File: src/hdl/hreg_pkg.sv
// Constants for the host register bank: offsets, fields and reset values
package hreg_pkg;
   localparam int DATA_W = 32;
   localparam int ADDR_W = 8;
   localparam int EV_W = 4;
   localparam int SIZE_FLD_W = 8;
   // Address decode
   localparam logic [7:0] ALIAS_MASK = 8'hE0;
   localparam logic [7:0] RXD_BASE = 8'h00;
   localparam logic [7:0] TXD_BASE = 8'h20;
   localparam logic [7:0] RXS_POP_OFS = 8'h40;
   localparam logic [7:0] RXS_PEEK_OFS = 8'h44;
   localparam logic [7:0] TXS_POP_OFS = 8'h48;
   localparam logic [7:0] TXS_PEEK_OFS = 8'h4C;
   localparam logic [7:0] ID_OFS = 8'h50;
   localparam logic [7:0] STS_OFS = 8'h58;
   localparam logic [7:0] CTRL_OFS = 8'h5C;
   localparam logic [7:0] SIZE_OFS = 8'h6C;
   localparam logic [7:0] CMD_OFS = 8'h70;
   localparam logic [7:0] LATCH_OFS = 8'h74;
   localparam logic [7:0] DROP_OFS = 8'h78;
   localparam logic [7:0] WO_OFS = 8'h7C;
   // Reset values and fields
   localparam logic [31:0] ZERO_WORD = 32'h0000_0000;
   localparam logic [31:0] CTRL_RST = 32'h0000_0000;
   localparam logic [31:0] CTRL_EXEMPT_MASK = 32'hFFFF_0000;
   localparam logic [31:0] SIZE_RST = 32'h00FF_FFFF;
   localparam logic [31:0] SIZE_USED_MASK = 32'h00FF_FFFF;
   localparam int SIZE_RXD_LSB = 0;
   localparam int SIZE_TXD_LSB = 8;
   localparam int SIZE_RXS_LSB = 16;
   localparam int CMD_SRST_BIT = 0;
   localparam int CMD_RXFL_BIT = 1;
   localparam int CMD_TXFL_BIT = 2;
   localparam int LATCH_LOW_POS = 0;
   localparam int LATCH_HIGH_POS = 1;
   localparam logic [1:0] LATCH_RST = 2'h0;
   localparam logic [EV_W-1:0] STS_RST = 4'h0;
endpackage

File: src/hdl/host_reg_bank.sv
// Host register bank with access attributes and four host queues
// Operation
// Writes to read-only registers are ignored; contents stay unchanged.
// Reads of a write-only register always return zero.
// Writing one clears a write-one-to-clear bit; writing zero leaves it.
// Clear-on-read bits return their value, then become zero.
// Latch-low and latch-high bits hold their capture until the register is read.
// Self-clearing command bits drop to zero once their action is done.
// Software-reset-exempt fields keep their values across a software reset.
// Host writes zeros to reserved bits and ignores their read value.
// Host never writes reserved addresses and treats their reads as arbitrary.
// Every reset loads all configuration registers with their defaults, except exempt fields on a software reset.
// Software programs operating parameters after reset.
// Four host queues: receive status, receive data, transmit status, transmit data.
// Host sets receive data, transmit data and receive status capacities.
// Receive status pop removes the oldest entry; peek reads it without removal.
// Receive data is read destructively at eight aliases from 00h to 1Ch.
// Transmit data is write-only at eight aliases from 20h to 3Ch.
// Transmit status pop removes the oldest entry; peek reads it without removal.
`timescale 1ns/1ps
`default_nettype none
module host_reg_bank
   import hreg_pkg::*;
#(
   parameter int QDEPTH = 16,
   parameter int QAW = 4,
   // Arbitrary identity value
   parameter logic [31:0] ID_VALUE = 32'h0A5A_0001
)
(
   // Clock and reset
   input wire logic clock,
   input wire logic sys_rst,
   // Host bus
   input wire logic [ADDR_W-1:0] host_addr,
   input wire logic host_rd,
   input wire logic host_wr,
   input wire logic [DATA_W-1:0] host_wdata,
   output logic [DATA_W-1:0] host_rdata,
   output logic host_ack,
   // Receive side fill
   input wire logic rx_data_push,
   input wire logic [DATA_W-1:0] rx_data_in,
   output logic rx_data_room,
   input wire logic rx_stat_push,
   input wire logic [DATA_W-1:0] rx_stat_in,
   output logic rx_stat_room,
   // Transmit side
   input wire logic tx_data_pop,
   output logic [DATA_W-1:0] tx_data_out,
   output logic tx_data_valid,
   input wire logic tx_stat_push,
   input wire logic [DATA_W-1:0] tx_stat_in,
   output logic tx_stat_room,
   // Status sources
   input wire logic [EV_W-1:0] event_in,
   input wire logic link_up,
   input wire logic err_event,
   input wire logic drop_event,
   // Configuration outputs
   output logic [DATA_W-1:0] ctrl_out,
   output logic [DATA_W-1:0] wo_out,
   output logic soft_reset_active
);
   // Capacity field clamped to the queue depth
   function automatic logic [QAW:0] cap_limit(input logic [SIZE_FLD_W-1:0] fld);
      cap_limit = (32'(fld) > QDEPTH) ? (QAW+1)'(QDEPTH) : (QAW+1)'(fld);
   endfunction

   logic [EV_W-1:0] sts;
   logic [DATA_W-1:0] size_cfg;
   logic [2:0] cmd;
   logic [1:0] latch;
   logic [DATA_W-1:0] drop_cnt;

   // Decode
   wire rd_rxd = host_rd && ((host_addr & ALIAS_MASK) == RXD_BASE);
   wire wr_txd = host_wr && ((host_addr & ALIAS_MASK) == TXD_BASE);
   wire rd_rxs_pop = host_rd && (host_addr == RXS_POP_OFS);
   wire rd_txs_pop = host_rd && (host_addr == TXS_POP_OFS);
   wire wr_sts = host_wr && (host_addr == STS_OFS);
   wire wr_ctrl = host_wr && (host_addr == CTRL_OFS);
   wire wr_size = host_wr && (host_addr == SIZE_OFS);
   wire wr_cmd = host_wr && (host_addr == CMD_OFS);
   wire wr_wo = host_wr && (host_addr == WO_OFS);
   wire rd_latch = host_rd && (host_addr == LATCH_OFS);
   wire rd_drop = host_rd && (host_addr == DROP_OFS);
   wire srst = cmd[CMD_SRST_BIT];
   wire rx_flush = cmd[CMD_RXFL_BIT] || srst;
   wire tx_flush = cmd[CMD_TXFL_BIT] || srst;

   wire [DATA_W-1:0] rxd_head;
   wire [DATA_W-1:0] rxs_head;
   wire [DATA_W-1:0] txs_head;
   wire rxd_valid;
   wire rxs_valid;
   wire txs_valid;
   wire [QAW:0] rxd_lim = cap_limit(size_cfg[SIZE_RXD_LSB +: SIZE_FLD_W]);
   wire [QAW:0] txd_lim = cap_limit(size_cfg[SIZE_TXD_LSB +: SIZE_FLD_W]);
   wire [QAW:0] rxs_lim = cap_limit(size_cfg[SIZE_RXS_LSB +: SIZE_FLD_W]);

   // Four host queues
   reg_fifo #(.W(DATA_W), .DEPTH(QDEPTH), .AW(QAW)) u_rxd (
      .clock(clock), .sys_rst(sys_rst), .flush(rx_flush),
      .push(rx_data_push), .din(rx_data_in), .room(rx_data_room),
      .pop(rd_rxd), .dout(rxd_head), .nonempty(rxd_valid), .limit(rxd_lim));
   reg_fifo #(.W(DATA_W), .DEPTH(QDEPTH), .AW(QAW)) u_rxs (
      .clock(clock), .sys_rst(sys_rst), .flush(rx_flush),
      .push(rx_stat_push), .din(rx_stat_in), .room(rx_stat_room),
      .pop(rd_rxs_pop), .dout(rxs_head), .nonempty(rxs_valid), .limit(rxs_lim));
   reg_fifo #(.W(DATA_W), .DEPTH(QDEPTH), .AW(QAW)) u_txd (
      .clock(clock), .sys_rst(sys_rst), .flush(tx_flush),
      .push(wr_txd), .din(host_wdata), .room(),
      .pop(tx_data_pop), .dout(tx_data_out), .nonempty(tx_data_valid), .limit(txd_lim));
   reg_fifo #(.W(DATA_W), .DEPTH(QDEPTH), .AW(QAW)) u_txs (
      .clock(clock), .sys_rst(sys_rst), .flush(tx_flush),
      .push(tx_stat_push), .din(tx_stat_in), .room(tx_stat_room),
      .pop(rd_txs_pop), .dout(txs_head), .nonempty(txs_valid), .limit(txd_lim));

   // Read data selection; empty queues and unmapped addresses read zero
   wire [DATA_W-1:0] rxd_word = rxd_valid ? rxd_head : ZERO_WORD;
   wire [DATA_W-1:0] rxs_word = rxs_valid ? rxs_head : ZERO_WORD;
   wire [DATA_W-1:0] txs_word = txs_valid ? txs_head : ZERO_WORD;
   logic [DATA_W-1:0] next_rdata;

   always_comb
   begin
      next_rdata = ZERO_WORD;
      if ((host_addr & ALIAS_MASK) == RXD_BASE)
      begin
         next_rdata = rxd_word;
      end
      else if ((host_addr & ALIAS_MASK) == TXD_BASE)
      begin
         next_rdata = ZERO_WORD;
      end
      else
      begin
         unique case (host_addr)
            RXS_POP_OFS, RXS_PEEK_OFS: next_rdata = rxs_word;
            TXS_POP_OFS, TXS_PEEK_OFS: next_rdata = txs_word;
            ID_OFS: next_rdata = ID_VALUE;
            STS_OFS: next_rdata = DATA_W'(sts);
            CTRL_OFS: next_rdata = ctrl_out;
            SIZE_OFS: next_rdata = size_cfg;
            CMD_OFS: next_rdata = DATA_W'(cmd);
            LATCH_OFS: next_rdata = DATA_W'(latch);
            DROP_OFS: next_rdata = drop_cnt;
            WO_OFS: next_rdata = ZERO_WORD;
            default: next_rdata = ZERO_WORD;
         endcase
      end
   end

   // Host answer one cycle after each strobe
   always_ff @(posedge clock or posedge sys_rst)
   begin
      if (sys_rst)
      begin
         host_rdata <= ZERO_WORD;
         host_ack <= 1'b0;
      end
      else
      begin
         host_rdata <= host_rd ? next_rdata : ZERO_WORD;
         host_ack <= host_rd || host_wr;
      end
   end

   // Self-clearing commands: action runs for one cycle, then the bit drops
   always_ff @(posedge clock or posedge sys_rst)
   begin
      if (sys_rst)
      begin
         cmd <= 3'h0;
      end
      else
      begin
         cmd <= wr_cmd ? host_wdata[CMD_TXFL_BIT:0] : 3'h0;
      end
   end

   // Configuration registers; software reset spares the exempt field
   always_ff @(posedge clock or posedge sys_rst)
   begin
      if (sys_rst)
      begin
         ctrl_out <= CTRL_RST;
         size_cfg <= SIZE_RST;
         wo_out <= ZERO_WORD;
         soft_reset_active <= 1'b0;
      end
      else if (srst)
      begin
         ctrl_out <= (ctrl_out & CTRL_EXEMPT_MASK) | (CTRL_RST & ~CTRL_EXEMPT_MASK);
         size_cfg <= SIZE_RST;
         wo_out <= ZERO_WORD;
         soft_reset_active <= 1'b1;
      end
      else
      begin
         soft_reset_active <= 1'b0;
         if (wr_ctrl)
         begin
            ctrl_out <= host_wdata;
         end
         if (wr_size)
         begin
            size_cfg <= host_wdata & SIZE_USED_MASK;
         end
         if (wr_wo)
         begin
            wo_out <= host_wdata;
         end
      end
   end

   // Status bits: sticky, write one to clear, read to clear, latching
   always_ff @(posedge clock or posedge sys_rst)
   begin
      if (sys_rst)
      begin
         sts <= STS_RST;
         latch <= LATCH_RST;
         drop_cnt <= ZERO_WORD;
      end
      else if (srst)
      begin
         sts <= STS_RST;
         latch <= LATCH_RST;
         drop_cnt <= ZERO_WORD;
      end
      else
      begin
         sts <= (sts & ~(wr_sts ? host_wdata[EV_W-1:0] : STS_RST)) | event_in;
         latch[LATCH_LOW_POS] <= rd_latch ? link_up : (latch[LATCH_LOW_POS] && link_up);
         latch[LATCH_HIGH_POS] <= rd_latch ? err_event : (latch[LATCH_HIGH_POS] || err_event);
         drop_cnt <= (rd_drop ? ZERO_WORD : drop_cnt) + DATA_W'(drop_event);
      end
   end
endmodule
`default_nettype wire

File: src/hdl/reg_fifo.sv
// Queue memory with registered head word and registered room and valid flags
`timescale 1ns/1ps
`default_nettype none
module reg_fifo
   import hreg_pkg::*;
#(
   parameter int W = 32,
   parameter int DEPTH = 16,
   parameter int AW = 4
)
(
   // Clock and reset
   input wire logic clock,
   input wire logic sys_rst,
   input wire logic flush,
   // Fill side
   input wire logic push,
   input wire logic [W-1:0] din,
   output logic room,
   // Drain side
   input wire logic pop,
   output logic [W-1:0] dout,
   output logic nonempty,
   // Capacity limit
   input wire logic [AW:0] limit
);
   logic [W-1:0] mem [DEPTH];
   logic [AW-1:0] wr_ptr;
   logic [AW-1:0] rd_ptr;
   logic [AW:0] count;
   wire push_ok = push && room;
   wire pop_ok = pop && nonempty;
   wire [AW-1:0] next_rd_ptr = pop_ok ? AW'(rd_ptr + 1'b1) : rd_ptr;
   wire [AW:0] next_count = flush ? '0 : (AW+1)'(count + (AW+1)'(push_ok) - (AW+1)'(pop_ok));
   wire bypass = push_ok && (wr_ptr == next_rd_ptr);

   always_ff @(posedge clock)
   begin
      if (push_ok)
      begin
         mem[wr_ptr] <= din;
      end
   end

   always_ff @(posedge clock or posedge sys_rst)
   begin
      if (sys_rst)
      begin
         wr_ptr <= '0;
         rd_ptr <= '0;
         count <= '0;
         room <= 1'b0;
         nonempty <= 1'b0;
         dout <= '0;
      end
      else
      begin
         wr_ptr <= flush ? '0 : (push_ok ? AW'(wr_ptr + 1'b1) : wr_ptr);
         rd_ptr <= flush ? '0 : next_rd_ptr;
         count <= next_count;
         room <= next_count < limit;
         nonempty <= next_count != '0;
         dout <= bypass ? din : mem[next_rd_ptr];
      end
   end
endmodule
`default_nettype wire

File: config.mk
export PLATFORM = sky130hd
export DESIGN_NAME = host_reg_bank
export DESIGN_NICKNAME = d
export VERILOG_FILES = /design/src/hdl/hreg_pkg.sv /design/src/hdl/host_reg_bank.sv /design/src/hdl/reg_fifo.sv
export SDC_FILE = /design/constraint.sdc
export NUM_CORES = 2
export LEC_CHECK = 0
export ABC_AREA = 1
export BUFFER_PORTS_ARGS = -buffer_cell sky130_fd_sc_hd__buf_2
export CAP_MARGIN = 20
export CORE_ASPECT_RATIO = 1.25
export CORE_MARGIN = 2
export CORE_UTILIZATION = 50
export DETAILED_ROUTE_END_ITERATION = 8
export GPL_TIMING_DRIVEN = 0
export PLACE_DENSITY_LB_ADDON = 0.15
export SYNTH_ARGS = -nofsm -noshare
export SYNTH_HDL_FRONTEND = slang
export SYNTH_SLANG_ARGS = --single-unit
File: constraint.sdc
create_clock -name clock -period 24.9 [get_ports clock]
set_input_delay 1.245 -clock clock [delete_from_list [all_inputs] [get_ports clock]]
set_output_delay 1.245 -clock clock [all_outputs]
set_load 0.005 [all_outputs]
==> flow_summary.toml <==
[status]
status = "completed"

[sta]
slew_headroom_pct = 21.0
worst_slew_pin_slew_ns = 1.19
finalClockSkew_ns = 0.0525
post-route-min-period_ns = 3.90
rsz0062_at_grt = "no"
fin_ws_ns = 21.00
hold_violations = 0
fmax_ghz = 0.256
setup_tns_ns = 0
slew_viol_final = 0
period_share_pct = 15.7
finalSetupViolations = 0

[logic_synthesis]
synth-xor-area-share_pct = 0.213
synth_cell_types = 56
ys_seq_elements = 2399
synth_mux_area_share_pct = 0
synth_compound_area_share_pct = 6.05
synth_edf_count = 2048
synth_cells = 9195
synthSimpleGateAreaFrac_pct = 18.2
synth-seq-area-share_pct = 68.4
synth_flop_cell = "edfxtp_1"
ys_async_sr_fraction_pct = 14.6
synth_warnings = 0
synth_nets = 9408
syn_area_per_cell_um2 = 11.2
synthAdderAreaFrac_pct = 0.784
synth_top_family_by_area = "simple AND/OR/NAND/NOR gates"
netlist_area_mm2 = 0.103

[floorplanning]
initial_utilization_pct = 50.2
fp.dieW_um = 409
io_pins = 285
std_cell_rows = 186
die_h_um = 511
fp.dieArea_mm2 = 0.209
core_mm2 = 0.205

[clocking]
cts_buffer_depth = 3
ctsResizeCount = 0
cts-root-buf = "clkbuf_16"
insertion_delay_ns = 0.91
cts_buffers = 225
clk_pin_slew_worst_paths_ns = 0.07
hold_buffers = 0
post-cts-setup-buffer-count = 0
ctsHtreeMaxLevel = 4
cts_tree = "built"
cts.sinks = 2399

[setup_path]
cp-startpoint = "host_addr[5]"
crit_chain = "buf_2 -> inv_2 -> nand2_1 -> nor2_4 -> nand3_4 -> nand2_2 -> nand2_2 -> xor2_1 -> a21oi_2 -> nand3_1 -> buf_2 -> nand2_1 -> nand2_1"
rr_worst_depth = 16
cpMostUsedCell = "nand2_1"
r2r_start = "u_rxd.room"
path_depth = 13
regToRegSetupSlack_ns = 21.05
worstSetupStartpointType = "primary input"
slowest_stage = "nand3_1"
arrival_ns = 4.57
worstReg2RegEnd = "u_rxd.room"
cp-endpoint = "u_txs.dout[25]"
worst-setup-path-type = "in -> reg"
critPathBufInv = 3
cp_data_required_time_ns = 25.57
crit_family = "simple AND/OR/NAND/NOR gates"
max_stage_delay_ns = 0.58
end_kind = "flip-flop"
critPathMaxFanout = 10

[drt]
wl_per_cell_um = 26.1
drc = 0
ant_nets = 0
firstDrtPassIters = 7
via_per_inst = 5.81
dr.first_iter.drc_count = 9159
wl_um = 332000
num_vias = 73900

[place]
dp_hpwl_um = 237000
port_buffers = 282
place.gp.congestion = 0.968
pre_cts_ws_ns = 20.31

[power_and_ir_drop]
power.leakage_nw = 45.8
worst_ir_drop_vdd_mv = 0.0791
p_per_area_mw_per_mm2 = 102

[cells_and_area]
area_growth_pct = 14.2
fin_nets = 9984
layout-drive-gt1-share_pct = 11.7

[job]
drv_cap = 0

[grt]
grt_pass1_wl_um = 476000
grt_max_degree = 125
grt_usage_pct = 31.1
grt_pass1_vias = 71000
antenna_found_initial = 44
gr-total-overflow = 0

[worst_hold_path]
hold_class = "in -> async"
==> kinds of logic (layout without fill, tap and decap cells) <==
family | Yosys count | after routing
and+or+nand+nor | 4114 | 4114
DFF | 2399 | 2399
buffers and inverters | 1596 | 2374
AOI/OAI and AO/OA | 1002 | 1002
adders and majority gates | 62 | 62
xor gates and xnor gates | 22 | 22
other | 0 | 22
==> synth_stat cells (3+ instances only) <==
library cell | count | area share, %
clkinv_1 | 5 | 0.018
xnor2_1 | 8 | 0.068
nand4_1 | 110 | 0.67
buf_4 | 26 | 0.19
a41oi_1 | 4 | 0.034
nor2_2 | 10 | 0.061
or3_1 | 4 | 0.024
nand2_2 | 8 | 0.049
o21a_1 | 5 | 0.037
ha_1 | 58 | 0.71
o211ai_1 | 384 | 2.8
buf_1 | 37 | 0.14
nor2_4 | 6 | 0.066
a21oi_1 | 61 | 0.30
nand2_1 | 1663 | 6.1
o21ai_0 | 432 | 2.1
nor3_1 | 14 | 0.068
inv_2 | 16 | 0.058
o22ai_1 | 23 | 0.14
buf_2 | 306 | 1.5
inv_1 | 1006 | 3.7
nand4_2 | 3 | 0.037
a22oi_1 | 3 | 0.022
dfstp_2 | 24 | 0.61
o21ai_1 | 28 | 0.14
o21ai_2 | 5 | 0.043
clkbuf_1 | 200 | 0.73
a31oi_1 | 17 | 0.10
a211oi_1 | 4 | 0.029
fa_1 | 4 | 0.078
nand3b_1 | 293 | 2.1
edfxtp_1 | 2048 | 60
xor2_1 | 12 | 0.10
o2111ai_1 | 5 | 0.043
nor2_1 | 647 | 2.4
nand3_1 | 1345 | 6.6
a221oi_1 | 19 | 0.16
nand3_2 | 3 | 0.029
dfrtp_1 | 327 | 8.0
==> worst min path at each step <==
stage,from,to,slack (ns)
floorplan,cmd[0],soft_reset_active,0.35
global placement,wo_out[11],wo_out[11],0.49
detailed placement,wo_out[17],wo_out[17],0.50
CTS,sys_rst,u_txd.dout[11],0.26
global route,sys_rst,u_txd.dout[16],0.28
finish,sys_rst,u_txd.dout[11],0.30
==> through the flow <==
stage	cell area [um2]	instances	hold slack [ns]	utilization, %	power [W]
2_1_floorplan	103000	9195	0.352	-	0.00696
3_3_place_gp	108000	12200	0.493	52.5	0.00835
4_1_cts	117000	12700	0.263	57.3	0.0120
3_5_place_dp	110000	12300	0.496	53.6	0.00847
6_report	117000	12700	0.297	57.3	0.0120
5_1_grt	117000	12700	0.281	57.3	0.0125
==> flip-flops by register name, summed over array words and instances, names as in the netlist, 32 cells and up <==
register / cells
u_txs.mem: 512
host_rdata: 32
ctrl_out: 32
u_txd.mem: 512
u_txd.dout: 32
drop_cnt: 32
u_rxd.mem: 512
u_rxd.dout: 32
u_rxs.dout: 32
u_txs.dout: 32
u_rxs.mem: 512
wo_out: 32
==> layout by cell type (no fill, tap or decap), types with 7 or more instances in the layout <==
master,count
nor3_1,14
clkinv_2,33
buf_1,37
buf_2,588
clkbuf_8,27
o211ai_1,384
bufinv_16,21
a31oi_1,17
buf_12,30
dfstp_2,24
nand2_1,1663
clkbuf_1,257
nor2_1,583
inv_2,16
buf_16,37
nand4_1,110
inv_1,1005
clkinv_16,7
a221oi_1,19
xnor2_1,8
dfrtp_1,327
diode_2,22
o22ai_1,23
o21ai_1,28
edfxtp_1,2048
nor2_4,70
nand2_2,8
o21ai_0,432
nand3b_1,293
nand3_1,1345
xor2_1,12
ha_1,58
nor2_2,10
buf_4,26
a21oi_1,61
clkinv_1,42
clkbuf_16,227
==> power breakdown <==
| group | internal (W) | switching (W) |
|---|---|---|
| Sequential | 0.00471 | 0.000156 |
| Clock | 0.00199 | 0.00156 |
| Combinational | 0.000985 | 0.00261 |
==> per-layer routing <==
metal	vias up	track usage (%)	wire length [um]
met2	3727	50.1	156000
met3	768	6.48	30800
met1	36300	40.9	130000
met5	-	0	207
li1	33100	-	-
met4	32	13.5	15400
==> area by class of cell <==
type                            count  area (um2)
Sequential cell                  2399       70300
Clock buffer                      311        6270
Timing Repair Buffer              349        3030
Inverter                         1027        3860
Clock inverter                    118        1360
Tap cell                         2726        3410
Antenna cell                       22        55.1
Fill cell                       17000       87400
Multi-Input combinational cell   5200       26400
Buffer                            569        2620
Note: power is estimated with default switching activity, not from simulation.
